**src/smbcf_map.svh**
```systemverilog
// register map and timing constants of the bus configuration block
`ifndef SMBCF_MAP_SVH
`define SMBCF_MAP_SVH
`define SMBCF_BUS_CONFIG_ADDR 8'hC1
`define SMBCF_BUS_CONFIG_RESET 8'h00
`define SMBCF_IFACE_ENABLE_BIT 7
`define SMBCF_SLAVE_INHIBIT_BIT 6
`define SMBCF_BUSY_BIT 5
`define SMBCF_SDA_TIMING_EXTEND_BIT 4
`define SMBCF_CLOCK_LOW_TIMEOUT_ENABLE_BIT 3
`define SMBCF_BUS_FREE_TIMEOUT_ENABLE_BIT 2
`define SMBCF_SRC_SEL_MSB 1
`define SMBCF_SRC_SEL_LSB 0
`define SMBCF_FREE_PERIODS 10
`endif

```
**src/smbcf_pkg.sv**
```systemverilog
// types shared by the bus configuration block
package smbcf_pkg;
  typedef enum logic [1:0] {
    SMBCF_SRC_T0 = 2'b00,
    SMBCF_SRC_T1 = 2'b01,
    SMBCF_SRC_T2HI = 2'b10,
    SMBCF_SRC_T2LO = 2'b11
  } smbcf_src_type;
endpackage

```
**src/smbus_config_timeout.sv**
```systemverilog
// configuration register, bus supervision and timeouts of the two-wire interface
// Functional notes
// - With the enable bit set the interface is active and watches both lines, else it is idle.
// - While slave inhibit is in force no slave event interrupt is raised.
// - Slave inhibit never affects master interrupts.
// - The read-only busy bit is set by hardware while a transfer is in progress.
// - Busy is cleared on a STOP or when the bus-free timeout expires.
// - The extension bit selects normal (0) or extended (1) SDA setup and hold timing.
// - With clock-low timeout enabled the third timer counts once the clock goes low.
// - In split mode only the third timer's high byte is held in reload while the clock is high.
// - With free timeout enabled the bus is free after both lines stay high over 10 source periods.
// - The source field picks timer 0, timer 1, timer 2 high byte or timer 2 low byte overflow.
// - While inhibited the lines are still watched, addresses are refused and no slave irq is raised.
// - A new slave inhibit takes effect only from the next START.
// - A master START waiting for the bus is issued right after the free timeout.
`timescale 1ns/100ps
`include "smbcf_map.svh"

module smbus_config_timeout #(
  parameter int FREE_PERIODS = `SMBCF_FREE_PERIODS
) (
  input wire logic clock,
  input wire logic rst,
  input wire logic [7:0] sfrAddr,
  input wire logic sfrWrite,
  input wire logic sfrRead,
  input wire logic [7:0] sfrWdata,
  output logic [7:0] sfrRdata,
  input wire logic sclIn,
  input wire logic sdaIn,
  input wire logic timer0Ovf,
  input wire logic timer1Ovf,
  input wire logic timer2HiOvf,
  input wire logic timer2LoOvf,
  input wire logic timer3Split,
  input wire logic slaveEvent,
  input wire logic masterEvent,
  input wire logic addrReceived,
  input wire logic startPending,
  output logic ifaceEnable,
  output logic sdaTimingExtend,
  output logic bitRateTick,
  output logic timer3ReloadHigh,
  output logic timer3ReloadLow,
  output logic slaveIrq,
  output logic masterIrq,
  output logic addrNack,
  output logic busBusy,
  output logic busFree,
  output logic startIssue
);

  if (FREE_PERIODS < 1 || FREE_PERIODS > 254) begin : gBadFreePeriods
    $error("FREE_PERIODS must lie in 1..254");
  end

  localparam logic [7:0] FREE_LIMIT = 8'(FREE_PERIODS + 1);

  function automatic logic startSeen(input logic scl, input logic sda, input logic sdaOld);
    startSeen = scl && sdaOld && !sda;
  endfunction

  function automatic logic stopSeen(input logic scl, input logic sda, input logic sdaOld);
    stopSeen = scl && !sdaOld && sda;
  endfunction

  // shared by the write and the read path so both decode the same address
  function automatic logic cfgHit(input logic [7:0] addr);
    cfgHit = addr == `SMBCF_BUS_CONFIG_ADDR;
  endfunction

  logic [7:0] config_reg;
  logic sclMeta_reg;
  logic sdaMeta_reg;
  logic sclSync_reg;
  logic sdaSync_reg;
  logic sdaOld_reg;
  logic busy_reg;
  logic inhibitActive_reg;
  logic [7:0] freeCount_reg;
  logic [7:0] freeCount_next;
  logic sourceTick;
  logic startDet;
  logic stopDet;
  logic freeExpire;
  logic enabled;
  smbcf_pkg::smbcf_src_type srcSel;

  assign enabled = config_reg[`SMBCF_IFACE_ENABLE_BIT];
  assign srcSel = smbcf_pkg::smbcf_src_type'(config_reg[`SMBCF_SRC_SEL_MSB:`SMBCF_SRC_SEL_LSB]);

  // software access; the busy bit is not writable
  always_ff @(posedge clock) begin
    if (rst) begin
      config_reg <= `SMBCF_BUS_CONFIG_RESET;
    end else if (sfrWrite && cfgHit(sfrAddr)) begin
      config_reg <= sfrWdata;
      config_reg[`SMBCF_BUSY_BIT] <= 1'b0;
    end
  end

  always_ff @(posedge clock) begin
    if (rst) begin
      sfrRdata <= 8'h00;
    end else if (sfrRead && cfgHit(sfrAddr)) begin
      sfrRdata <= config_reg;
      sfrRdata[`SMBCF_BUSY_BIT] <= busy_reg;
    end else begin
      sfrRdata <= 8'h00;
    end
  end

  // pin synchronisers; open-drain lines idle high
  always_ff @(posedge clock) begin
    if (rst) begin
      sclMeta_reg <= 1'b1;
      sdaMeta_reg <= 1'b1;
      sclSync_reg <= 1'b1;
      sdaSync_reg <= 1'b1;
      sdaOld_reg <= 1'b1;
    end else begin
      sclMeta_reg <= sclIn;
      sdaMeta_reg <= sdaIn;
      sclSync_reg <= sclMeta_reg;
      sdaSync_reg <= sdaMeta_reg;
      sdaOld_reg <= sdaSync_reg;
    end
  end

  // the line watch runs only while the interface is enabled
  assign startDet = enabled && startSeen(sclSync_reg, sdaSync_reg, sdaOld_reg);
  assign stopDet = enabled && stopSeen(sclSync_reg, sdaSync_reg, sdaOld_reg);

  always_comb begin
    unique case (srcSel)
      smbcf_pkg::SMBCF_SRC_T0: sourceTick = timer0Ovf;
      smbcf_pkg::SMBCF_SRC_T1: sourceTick = timer1Ovf;
      smbcf_pkg::SMBCF_SRC_T2HI: sourceTick = timer2HiOvf;
      smbcf_pkg::SMBCF_SRC_T2LO: sourceTick = timer2LoOvf;
    endcase
  end

  always_ff @(posedge clock) begin
    if (rst) begin
      bitRateTick <= 1'b0;
    end else begin
      bitRateTick <= enabled && sourceTick;
    end
  end

  // counts whole source periods with both lines high; saturates one past the limit
  always_comb begin
    freeCount_next = freeCount_reg;
    if (!enabled || !config_reg[`SMBCF_BUS_FREE_TIMEOUT_ENABLE_BIT]) begin
      freeCount_next = 8'h00;
    end else if (!sclSync_reg || !sdaSync_reg) begin
      freeCount_next = 8'h00;
    end else if (sourceTick && freeCount_reg < FREE_LIMIT) begin
      freeCount_next = freeCount_reg + 8'h01;
    end
  end

  always_ff @(posedge clock) begin
    if (rst) begin
      freeCount_reg <= 8'h00;
    end else begin
      freeCount_reg <= freeCount_next;
    end
  end

  // more than the limit means the count has just reached limit plus one
  assign freeExpire = freeCount_next == FREE_LIMIT && freeCount_reg != FREE_LIMIT;

  always_ff @(posedge clock) begin
    if (rst) begin
      busFree <= 1'b0;
    end else begin
      busFree <= freeCount_next == FREE_LIMIT;
    end
  end

  // a START in the same cycle as a clear keeps the bus busy
  always_ff @(posedge clock) begin
    if (rst || !enabled) begin
      busy_reg <= 1'b0;
    end else if (startDet) begin
      busy_reg <= 1'b1;
    end else if (stopDet || freeExpire) begin
      busy_reg <= 1'b0;
    end
  end

  always_ff @(posedge clock) begin
    if (rst) begin
      busBusy <= 1'b0;
    end else if (!enabled) begin
      busBusy <= 1'b0;
    end else if (startDet) begin
      busBusy <= 1'b1;
    end else if (stopDet || freeExpire) begin
      busBusy <= 1'b0;
    end
  end

  always_ff @(posedge clock) begin
    if (rst) begin
      startIssue <= 1'b0;
    end else begin
      startIssue <= freeExpire && startPending && enabled;
    end
  end

  // inhibit is sampled at each START so the running transfer keeps its interrupts
  always_ff @(posedge clock) begin
    if (rst || !enabled) begin
      inhibitActive_reg <= 1'b0;
    end else if (startDet) begin
      inhibitActive_reg <= config_reg[`SMBCF_SLAVE_INHIBIT_BIT];
    end
  end

  always_ff @(posedge clock) begin
    if (rst) begin
      slaveIrq <= 1'b0;
      masterIrq <= 1'b0;
      addrNack <= 1'b0;
    end else begin
      slaveIrq <= enabled && slaveEvent && !inhibitActive_reg;
      masterIrq <= enabled && masterEvent;
      addrNack <= enabled && addrReceived && inhibitActive_reg;
    end
  end

  always_ff @(posedge clock) begin
    if (rst) begin
      ifaceEnable <= 1'b0;
      sdaTimingExtend <= 1'b0;
    end else begin
      ifaceEnable <= enabled;
      sdaTimingExtend <= config_reg[`SMBCF_SDA_TIMING_EXTEND_BIT];
    end
  end

  // timer 3 reload follows the synchronised clock line; it counts while the clock is low
  always_ff @(posedge clock) begin
    if (rst) begin
      timer3ReloadHigh <= 1'b0;
      timer3ReloadLow <= 1'b0;
    end else if (enabled && config_reg[`SMBCF_CLOCK_LOW_TIMEOUT_ENABLE_BIT] && sclSync_reg) begin
      timer3ReloadHigh <= 1'b1;
      timer3ReloadLow <= !timer3Split;
    end else begin
      timer3ReloadHigh <= 1'b0;
      timer3ReloadLow <= 1'b0;
    end
  end

endmodule

```
**config.mk**
```make
export PLATFORM = sky130hd
export DESIGN_NAME = smbus_config_timeout
export DESIGN_NICKNAME = d
export VERILOG_FILES = /design/src/smbcf_pkg.sv /design/src/smbus_config_timeout.sv
export VERILOG_INCLUDE_DIRS = /design/src /design/src/src
export SDC_FILE = /design/constraint.sdc
export NUM_CORES = 1
export LEC_CHECK = 0
export ABC_AREA = 1
export ABC_CLOCK_PERIOD_IN_PS = 1900
export BUFFER_PORTS_ARGS = -buffer_cell sky130_fd_sc_hd__buf_2
export CAP_MARGIN = 0
export CORE_UTILIZATION = 30
export CTS_CLUSTER_SIZE = 16
export DETAILED_ROUTE_END_ITERATION = 6
export GPL_TIMING_DRIVEN = 0
export HOLD_SLACK_MARGIN = 0.12
export PLACE_DENSITY_LB_ADDON = 0.25
export SYNTH_ARGS = -nofsm -noshare
export SYNTH_HDL_FRONTEND = slang
export SYNTH_SLANG_ARGS = --single-unit
```
**constraint.sdc**
```tcl
create_clock -name clock -period 1.9 [get_ports clock]
set_input_delay 0.095 -clock clock [delete_from_list [all_inputs] [get_ports clock]]
set_output_delay 0.095 -clock clock [all_outputs]
set_load 0.05 [all_outputs]
```
==> results.yml, run 1 <==
outcome:
  status: "complete, no violations"
sta:
  fin_ws_ns: 0.200
  setup_viol: 0
  max_freq_mhz: 588
  hold_viol_final: 0
  fin_skew_ns: 0.00985
  tightestPinTransition_ns: 0.442
  rsz0062_at_grt: "false"
  min_period_ns: 1.70
  period_share_pct: 89.5
  setup_tns_ns: 0
  max_slew_margin_pct: 70.5
  drv_slew: 0
setup_path:
  critPathRequiredTime_ns: 2.09
  crit_fanout: 4
  start_kind: "flop"
  crit_arrival_ns: 1.89
  critPathKind: "flop to flop"
  cp-end-kind: "flop"
layout:
  n_antenna_cell: 0
  syn2layout_area_growth_pct: 42.5
  nFillCells: 477
  multi_input_area_um2: 576
  drive_gt1_share_pct: 32.3
  nets: 282
  seqCellArea_um2: 801
  layout_commonest_cell: "buf_2"
  mostFrequentLayoutCells: "buf_2 (49), dfxtp_1 (40), nand2_1 (30)"
placement:
  io_buffers: 48
  place_hpwl_um: 2290
  globalplace.congestion: 0.725
  pre_cts_slack_ns: 0.136
route:
  routedWlPerCell_um: 10.6
  drtPass1Iterations: 4
  drc: 0
  avgViaCountPerCell: 4.20
  drt_iter0_markers: 46
  routed_wl_um: 3360
  ant_nets: 0
  num_vias: 1335
clocking:
  clkLatencyLatePin_ns: 0.30
  cts_tree: "yes"
  cts_max_level: 2
  cts_inserted_buffers: 5
  clk_pin_slew_ns: 0.09
  cts.repair.resized: 0
  cts_root_buf: "clkbuf_8"
  clockBufferDepth: 2
  clock_sinks: 40
logic_synthesis:
  synth_compound_area_share_pct: 7.16
  synthMuxAreaShare_pct: 0
  yosys.area.top_type: "dfxtp_1"
  synth_cells: 176
  synth-simple-area-share_pct: 31.2
  synthAdderAreaFrac_pct: 0.853
  yosys_warnings: 0
  synth-xor-area-share_pct: 0
  synth_cell_types: 24
  ys_seq_area_share_pct: 54.6
  synth_top_family_by_area: "simple AND/OR/NAND/NOR gates"
  synth_top_area_share_pct: 54.6
  syn-cell-area_um2: 1470
  synth-seq-cells: 40
  syn_area_per_cell_um2: 8.34
  synth_area_leaders: "dfxtp_1 (55%), nand2_1 (7.7%), nor2_1 (6.9%), inv_1 (4.9%), a21oi_1 (3.1%)"
  syn-num-nets: 208
global_route:
  grt_max_degree: 15
  grt_first_pass_wirelength_um: 5550
  antenna_found_initial: 0
  gr-usage-all-layers_pct: 14.3
  grt-ovfl-total: 0
  grt_pass1_vias: 1237
worst_hold_path:
  min_path_type: "input pin to flop"
pwr:
  p_leak_nw: 0.943
  clock_power_share_pct: 43.4
  p_total_mw: 1.65
  netSwitchingFraction_pct: 21.8
  ir_drop_mv: 0.402
  pwr_density_cell_nw_per_um2: 791
  p_switching_uw: 361
  power_frac_seq_pct: 51.0
  pwr-share-comb_pct: 5.6
  p_int_mw: 1.29
floorplan:
  rows: 25
  die_w_um: 71.9
  ios: 50
  core-area_um2: 4720
  die_area_um2: 5180
  start_util_pct: 31.1
  fp.dieH_um: 71.9
job:
  max_cap_violations: 0
==> cells in the mapped netlist, drive strengths merged <==
cell type  instances
dfxtp             40
nand2             34
nor2              30
inv               22
nand3             13
a21oi             10
o21ai              8
or2                4
nand4              3
nor3               3
nor4               3
nand3b             2
buf                1
clkbuf             1
ha                 1
o21bai             1
==> routing by layer <==
layer	vias to the layer above	wire, um	GRT usage, %	share of wire [%]
li1	713	-	-	-
met1	583	1590	16.6	47
met2	34	1570	23.8	47
met3	5	139	4.86	4.1
met4	0	66	6.54	2.0
met5	-	0	0	0
==> power groups by stage <==
stage / clock (mW) / combinational (mW) / sequential (mW)
6_report: 0.718 / 0.0921 / 0.844
5_1_grt: 0.770 / 0.103 / 0.845
4_1_cts: 0.730 / 0.0922 / 0.844
3_5_place_dp: 0 / 0.0654 / 0.864
3_3_place_gp: 0 / 0.0649 / 0.864
2_1_floorplan: 0 / 0.0287 / 0.864
==> cell families after synthesis <==
group | count (synthesis)
adders and majority gates | 1
AOI/OAI and AO/OA | 19
DFF | 40
buffers and inverters | 24
and+or+nand+nor | 92
==> layout make-up <==
| class | instances | area share [%] |
|---|---|---|
| clock inverter | 3 | 2.21 |
| tap | 67 | 4.01 |
| sequential | 40 | 38.3 |
| buffer | 2 | 0.419 |
| inverter | 22 | 3.95 |
| timing repair buffer | 67 | 20.3 |
| multi-input combinational | 112 | 27.5 |
| clock buffer | 5 | 3.29 |
==> metrics by stage <==
stage | cell area (um^2) | instances | utilization, % | hold WS (ns)
3_3_place_gp | 1790 | 291 | 37.9 | 0.264
2_1_floorplan | 1470 | 176 | - | 0.172
3_5_place_dp | 1790 | 291 | 37.9 | 0.263
5_1_grt | 2090 | 318 | 44.3 | 0.208
4_1_cts | 2080 | 316 | 44.0 | 0.167
6_report | 2090 | 318 | 44.3 | 0.175
==> path summary, 6_finish.rpt <==
kind                            cells past startpoint              from           to  slack [ns]
worst min register to register                      1       sdaMeta_reg  sdaSync_reg        0.41
worst max-delay path                               11  freeCount_reg[0]     busy_reg        0.20
worst max register to register                     11  freeCount_reg[0]     busy_reg        0.20
worst min-delay path                                5       timer2HiOvf  bitRateTick        0.17
==> worst max-delay path, cell delays in order, from the launching register on <==
cell and delay (ns):
dfxtp_1 0.34, ha_1 0.23, nand2_1 0.09, nand2_1 0.09, nor2_4 0.13, nand3_2 0.11, o21bai_2 0.11, nand2_1 0.08
nor2_2 0.13, nand4_2 0.13, nand2_1 0.10, a21oi_2 0.05
==> timing repair <==
item                                    CTS  global route
endpoints found under the hold margin    17             0
hold buffers                             17             0
setup buffers                             0             2
endpoints found under the setup margin    0             2
(Power assumes the default switching activity.)
==> run 2: changes to the inputs <==
ABC_AREA = not set   (was 1)
RECOVER_POWER = 100   (was not set)
==> run 2 against run 1 <==
Worst hold slack better by 0.14 ns. Utilization is essentially flat. Sequential power hardly changed. Critical endpoint is now startIssue. Critical path type unchanged. Setup slack got worse by 0.066 ns. Final cell count decreased by 22%. Critical path depth down 6. First-iteration DRC count is 37% lower. Synthesized cell count down 28%. Sequential share of layout area up 2.7 points. Count of clock-buffer cells in the layout did not move. Largest cell class unchanged. Power is 3.5% higher.
==> results.yml, run 2 <==
pwr:
  p_leak_nw: 0.837
  pwr-share-comb_pct: 4.3
  netSwitchingFraction_pct: 17.8
  pwr_density_cell_nw_per_um2: 876
  power_frac_seq_pct: 49.4
  p_int_mw: 1.41
  p_switching_uw: 304
  ir_drop_mv: 0.404
  clock_power_share_pct: 46.4
global_route:
  antenna_found_initial: 0
  grt_max_degree: 13
  grt_first_pass_wirelength_um: 4940
  grt-ovfl-total: 0
  gr-usage-all-layers_pct: 13.0
  grt_pass1_vias: 1170
logic_synthesis:
  synth_cells: 127
  synth_cell_types: 29
  synth-seq-cells: 40
  syn-cell-area_um2: 1390
  synth_common_cells: "dfxtp_1 (40), nor2_1 (15), and2_1 (12), mux2i_1 (9), or2_2 (7)"
  synth_area_leaders: "dfxtp_1 (58%), mux2i_1 (6.5%), and2_1 (5.4%), nor2_1 (4.1%), or2_2 (3.2%)"
  yosys.area.top_type: "dfxtp_1"
  ys.flop_type: "dfxtp_1"
  synth_top_area_share_pct: 57.7
  ys_seq_area_share_pct: 57.7
  syn-num-nets: 159
  synth_enable_flop_cells: 0
  synthArstFlopShare_pct: 0
  syn_area_per_cell_um2: 10.9
  yosys_warnings: 0
  synth_most_common_cell: "dfxtp_1"
sta:
  tightestPinTransition_ns: 0.753
  drv_slew: 0
  min_period_ns: 1.77
  max_slew_margin_pct: 49.7
  max_freq_mhz: 566
  fin_skew_ns: 0.00531
  setup_viol: 0
  hold_viol_final: 0
  setup_tns_ns: 0
  period_share_pct: 93.0
layout:
  drive_gt1_share_pct: 25.9
  final_area_um2: 1960
  n_antenna_cell: 0
  mostFrequentLayoutCells: "dfxtp_1 (40), buf_2 (28), clkbuf_1 (22)"
  layout_commonest_cell: "dfxtp_1"
  nFillCells: 431
  nets: 229
  syn2layout_area_growth_pct: 40.9
route:
  ant_nets: 0
  drc: 0
  routed_wl_um: 2890
  routedWlPerCell_um: 11.6
  avgViaCountPerCell: 4.48
  num_vias: 1116
  drtPass1Iterations: 4
  drt_iter0_markers: 29
clocking:
  cts_root_buf: "clkbuf_8"
  cts_max_level: 2
  cts_tree: "yes"
  clkLatencyLatePin_ns: 0.29
  clk_pin_slew_ns: 0.07
  post_cts_buffers: 0
  cts_inserted_buffers: 5
  clock_sinks: 40
  clockBufferDepth: 2
floorplan:
  ios: 50
  fp.dieH_um: 70.0
  die_area_um2: 4900
  rows: 24
  core-area_um2: 4410
  die_w_um: 70.0
  start_util_pct: 31.4
setup_path:
  critPathRequiredTime_ns: 2.11
  start_kind: "flop"
  crit_fanout: 5
  worst-path-buf-inv: 0
  critPathKind: "flop to flop"
  slowest_delay_ns: 0.59
  cp-end-kind: "flop"
  path_cells: "mux4_2 -> nand4b_1 -> xnor2_1 -> nand3_2 -> nor4b_4"
  cpLargestDelayFamily: "multiplexers"
  crit_arrival_ns: 1.97
  cp_slowest_cell: "mux4_2"
worst_hold_path:
  min_path_type: "input pin to flop"
placement:
  io_buffers: 48
  globalplace.congestion: 0.718
  place_hpwl_um: 2120
  placed_cell_area_um2: 1690
job:
  max_cap_violations: 0
outcome:
  status: "complete, no violations"
run 2: worst register-to-register path, stage by stage, from the launching register on:
cell	delay [ns]
dfxtp_1	0.37
mux4_2	0.59
nand4b_1	0.16
xnor2_1	0.19
nand3_2	0.16
nor4b_4	0.21
run 2: kinds of logic (layout without fill, tap and decap cells):
group                      Yosys count  after routing  share of synthesized area [%]
adders and majority gates            1              1                          0.902
muxes                               10             10                           8.12
buffers and inverters                7             77                           1.89
DFF                                 40             40                           57.7
and+or+nand+nor                     59             59                           26.1
AOI/OAI and AO/OA                    8              8                           3.97
xor gates and xnor gates             2              2                           1.26
run 2: final timing paths:
path	endpoint	cells past startpoint	slack, ns	startpoint
setup / recovery	startIssue	5	0.13	config_reg[0]
hold reg to reg	sclSync_reg	1	0.41	sclMeta_reg
setup reg to reg	startIssue	5	0.13	config_reg[0]
hold / removal	sfrRdata[3]	3	0.31	sfrRead
run 2: area by class of cell:
cell class / instances / area [um^2] / share of cell area, %
tap: 52 / 65.1 / 3.33
timing repair buffer: 63 / 365 / 18.7
clock buffer: 5 / 68.8 / 3.52
clock inverter: 2 / 60.1 / 3.07
sequential: 40 / 801 / 40.9
multi-input combinational: 80 / 569 / 29.1
buffer: 2 / 7.51 / 0.384
inverter: 5 / 18.8 / 0.960
run 2: what timing repair did:
action | CTS | global route
endpoints found under the hold margin | 16 | 0
hold buffers | 15 | 0
gates resized for setup | 0 | 2
endpoints found under the setup margin | 0 | 2
run 2: routing by layer:
layer / vias to the layer above / share of wire, % / global-route usage, % / wire length (um)
met5: - / 0 / 0 / 0
met1: 515 / 42 / 13.2 / 1230
li1: 564 / - / - / -
met3: 7 / 5.6 / 5.34 / 163
met2: 30 / 50 / 23.0 / 1440
met4: 0 / 2.0 / 6.00 / 57
run 2: power groups by stage:
stage / logic, mW / registers [mW] / clock network, mW
2_1_floorplan: 0.0160 / 0.864 / 0
3_3_place_gp: 0.0480 / 0.865 / 0
3_5_place_dp: 0.0499 / 0.865 / 0
4_1_cts: 0.0734 / 0.846 / 0.815
5_1_grt: 0.0809 / 0.846 / 0.850
6_report: 0.0731 / 0.846 / 0.794
run 2: through the flow:
| stage | utilization [%] | hold WS (ns) | total power, mW | instances | worst slack [ns] |
|---|---|---|---|---|---|
| 3_3_place_gp | 38.4 | 0.255 | 0.913 | 227 | 0.146 |
| 5_1_grt | 44.3 | 0.340 | 1.78 | 249 | -0.0163 |
| 6_report | 44.3 | 0.310 | 1.71 | 249 | 0.134 |
| 3_5_place_dp | 38.4 | 0.265 | 0.915 | 227 | 0.142 |
| 2_1_floorplan | - | 0.167 | 0.880 | 127 | 0.289 |
| 4_1_cts | 44.7 | 0.307 | 1.73 | 249 | 0.101 |
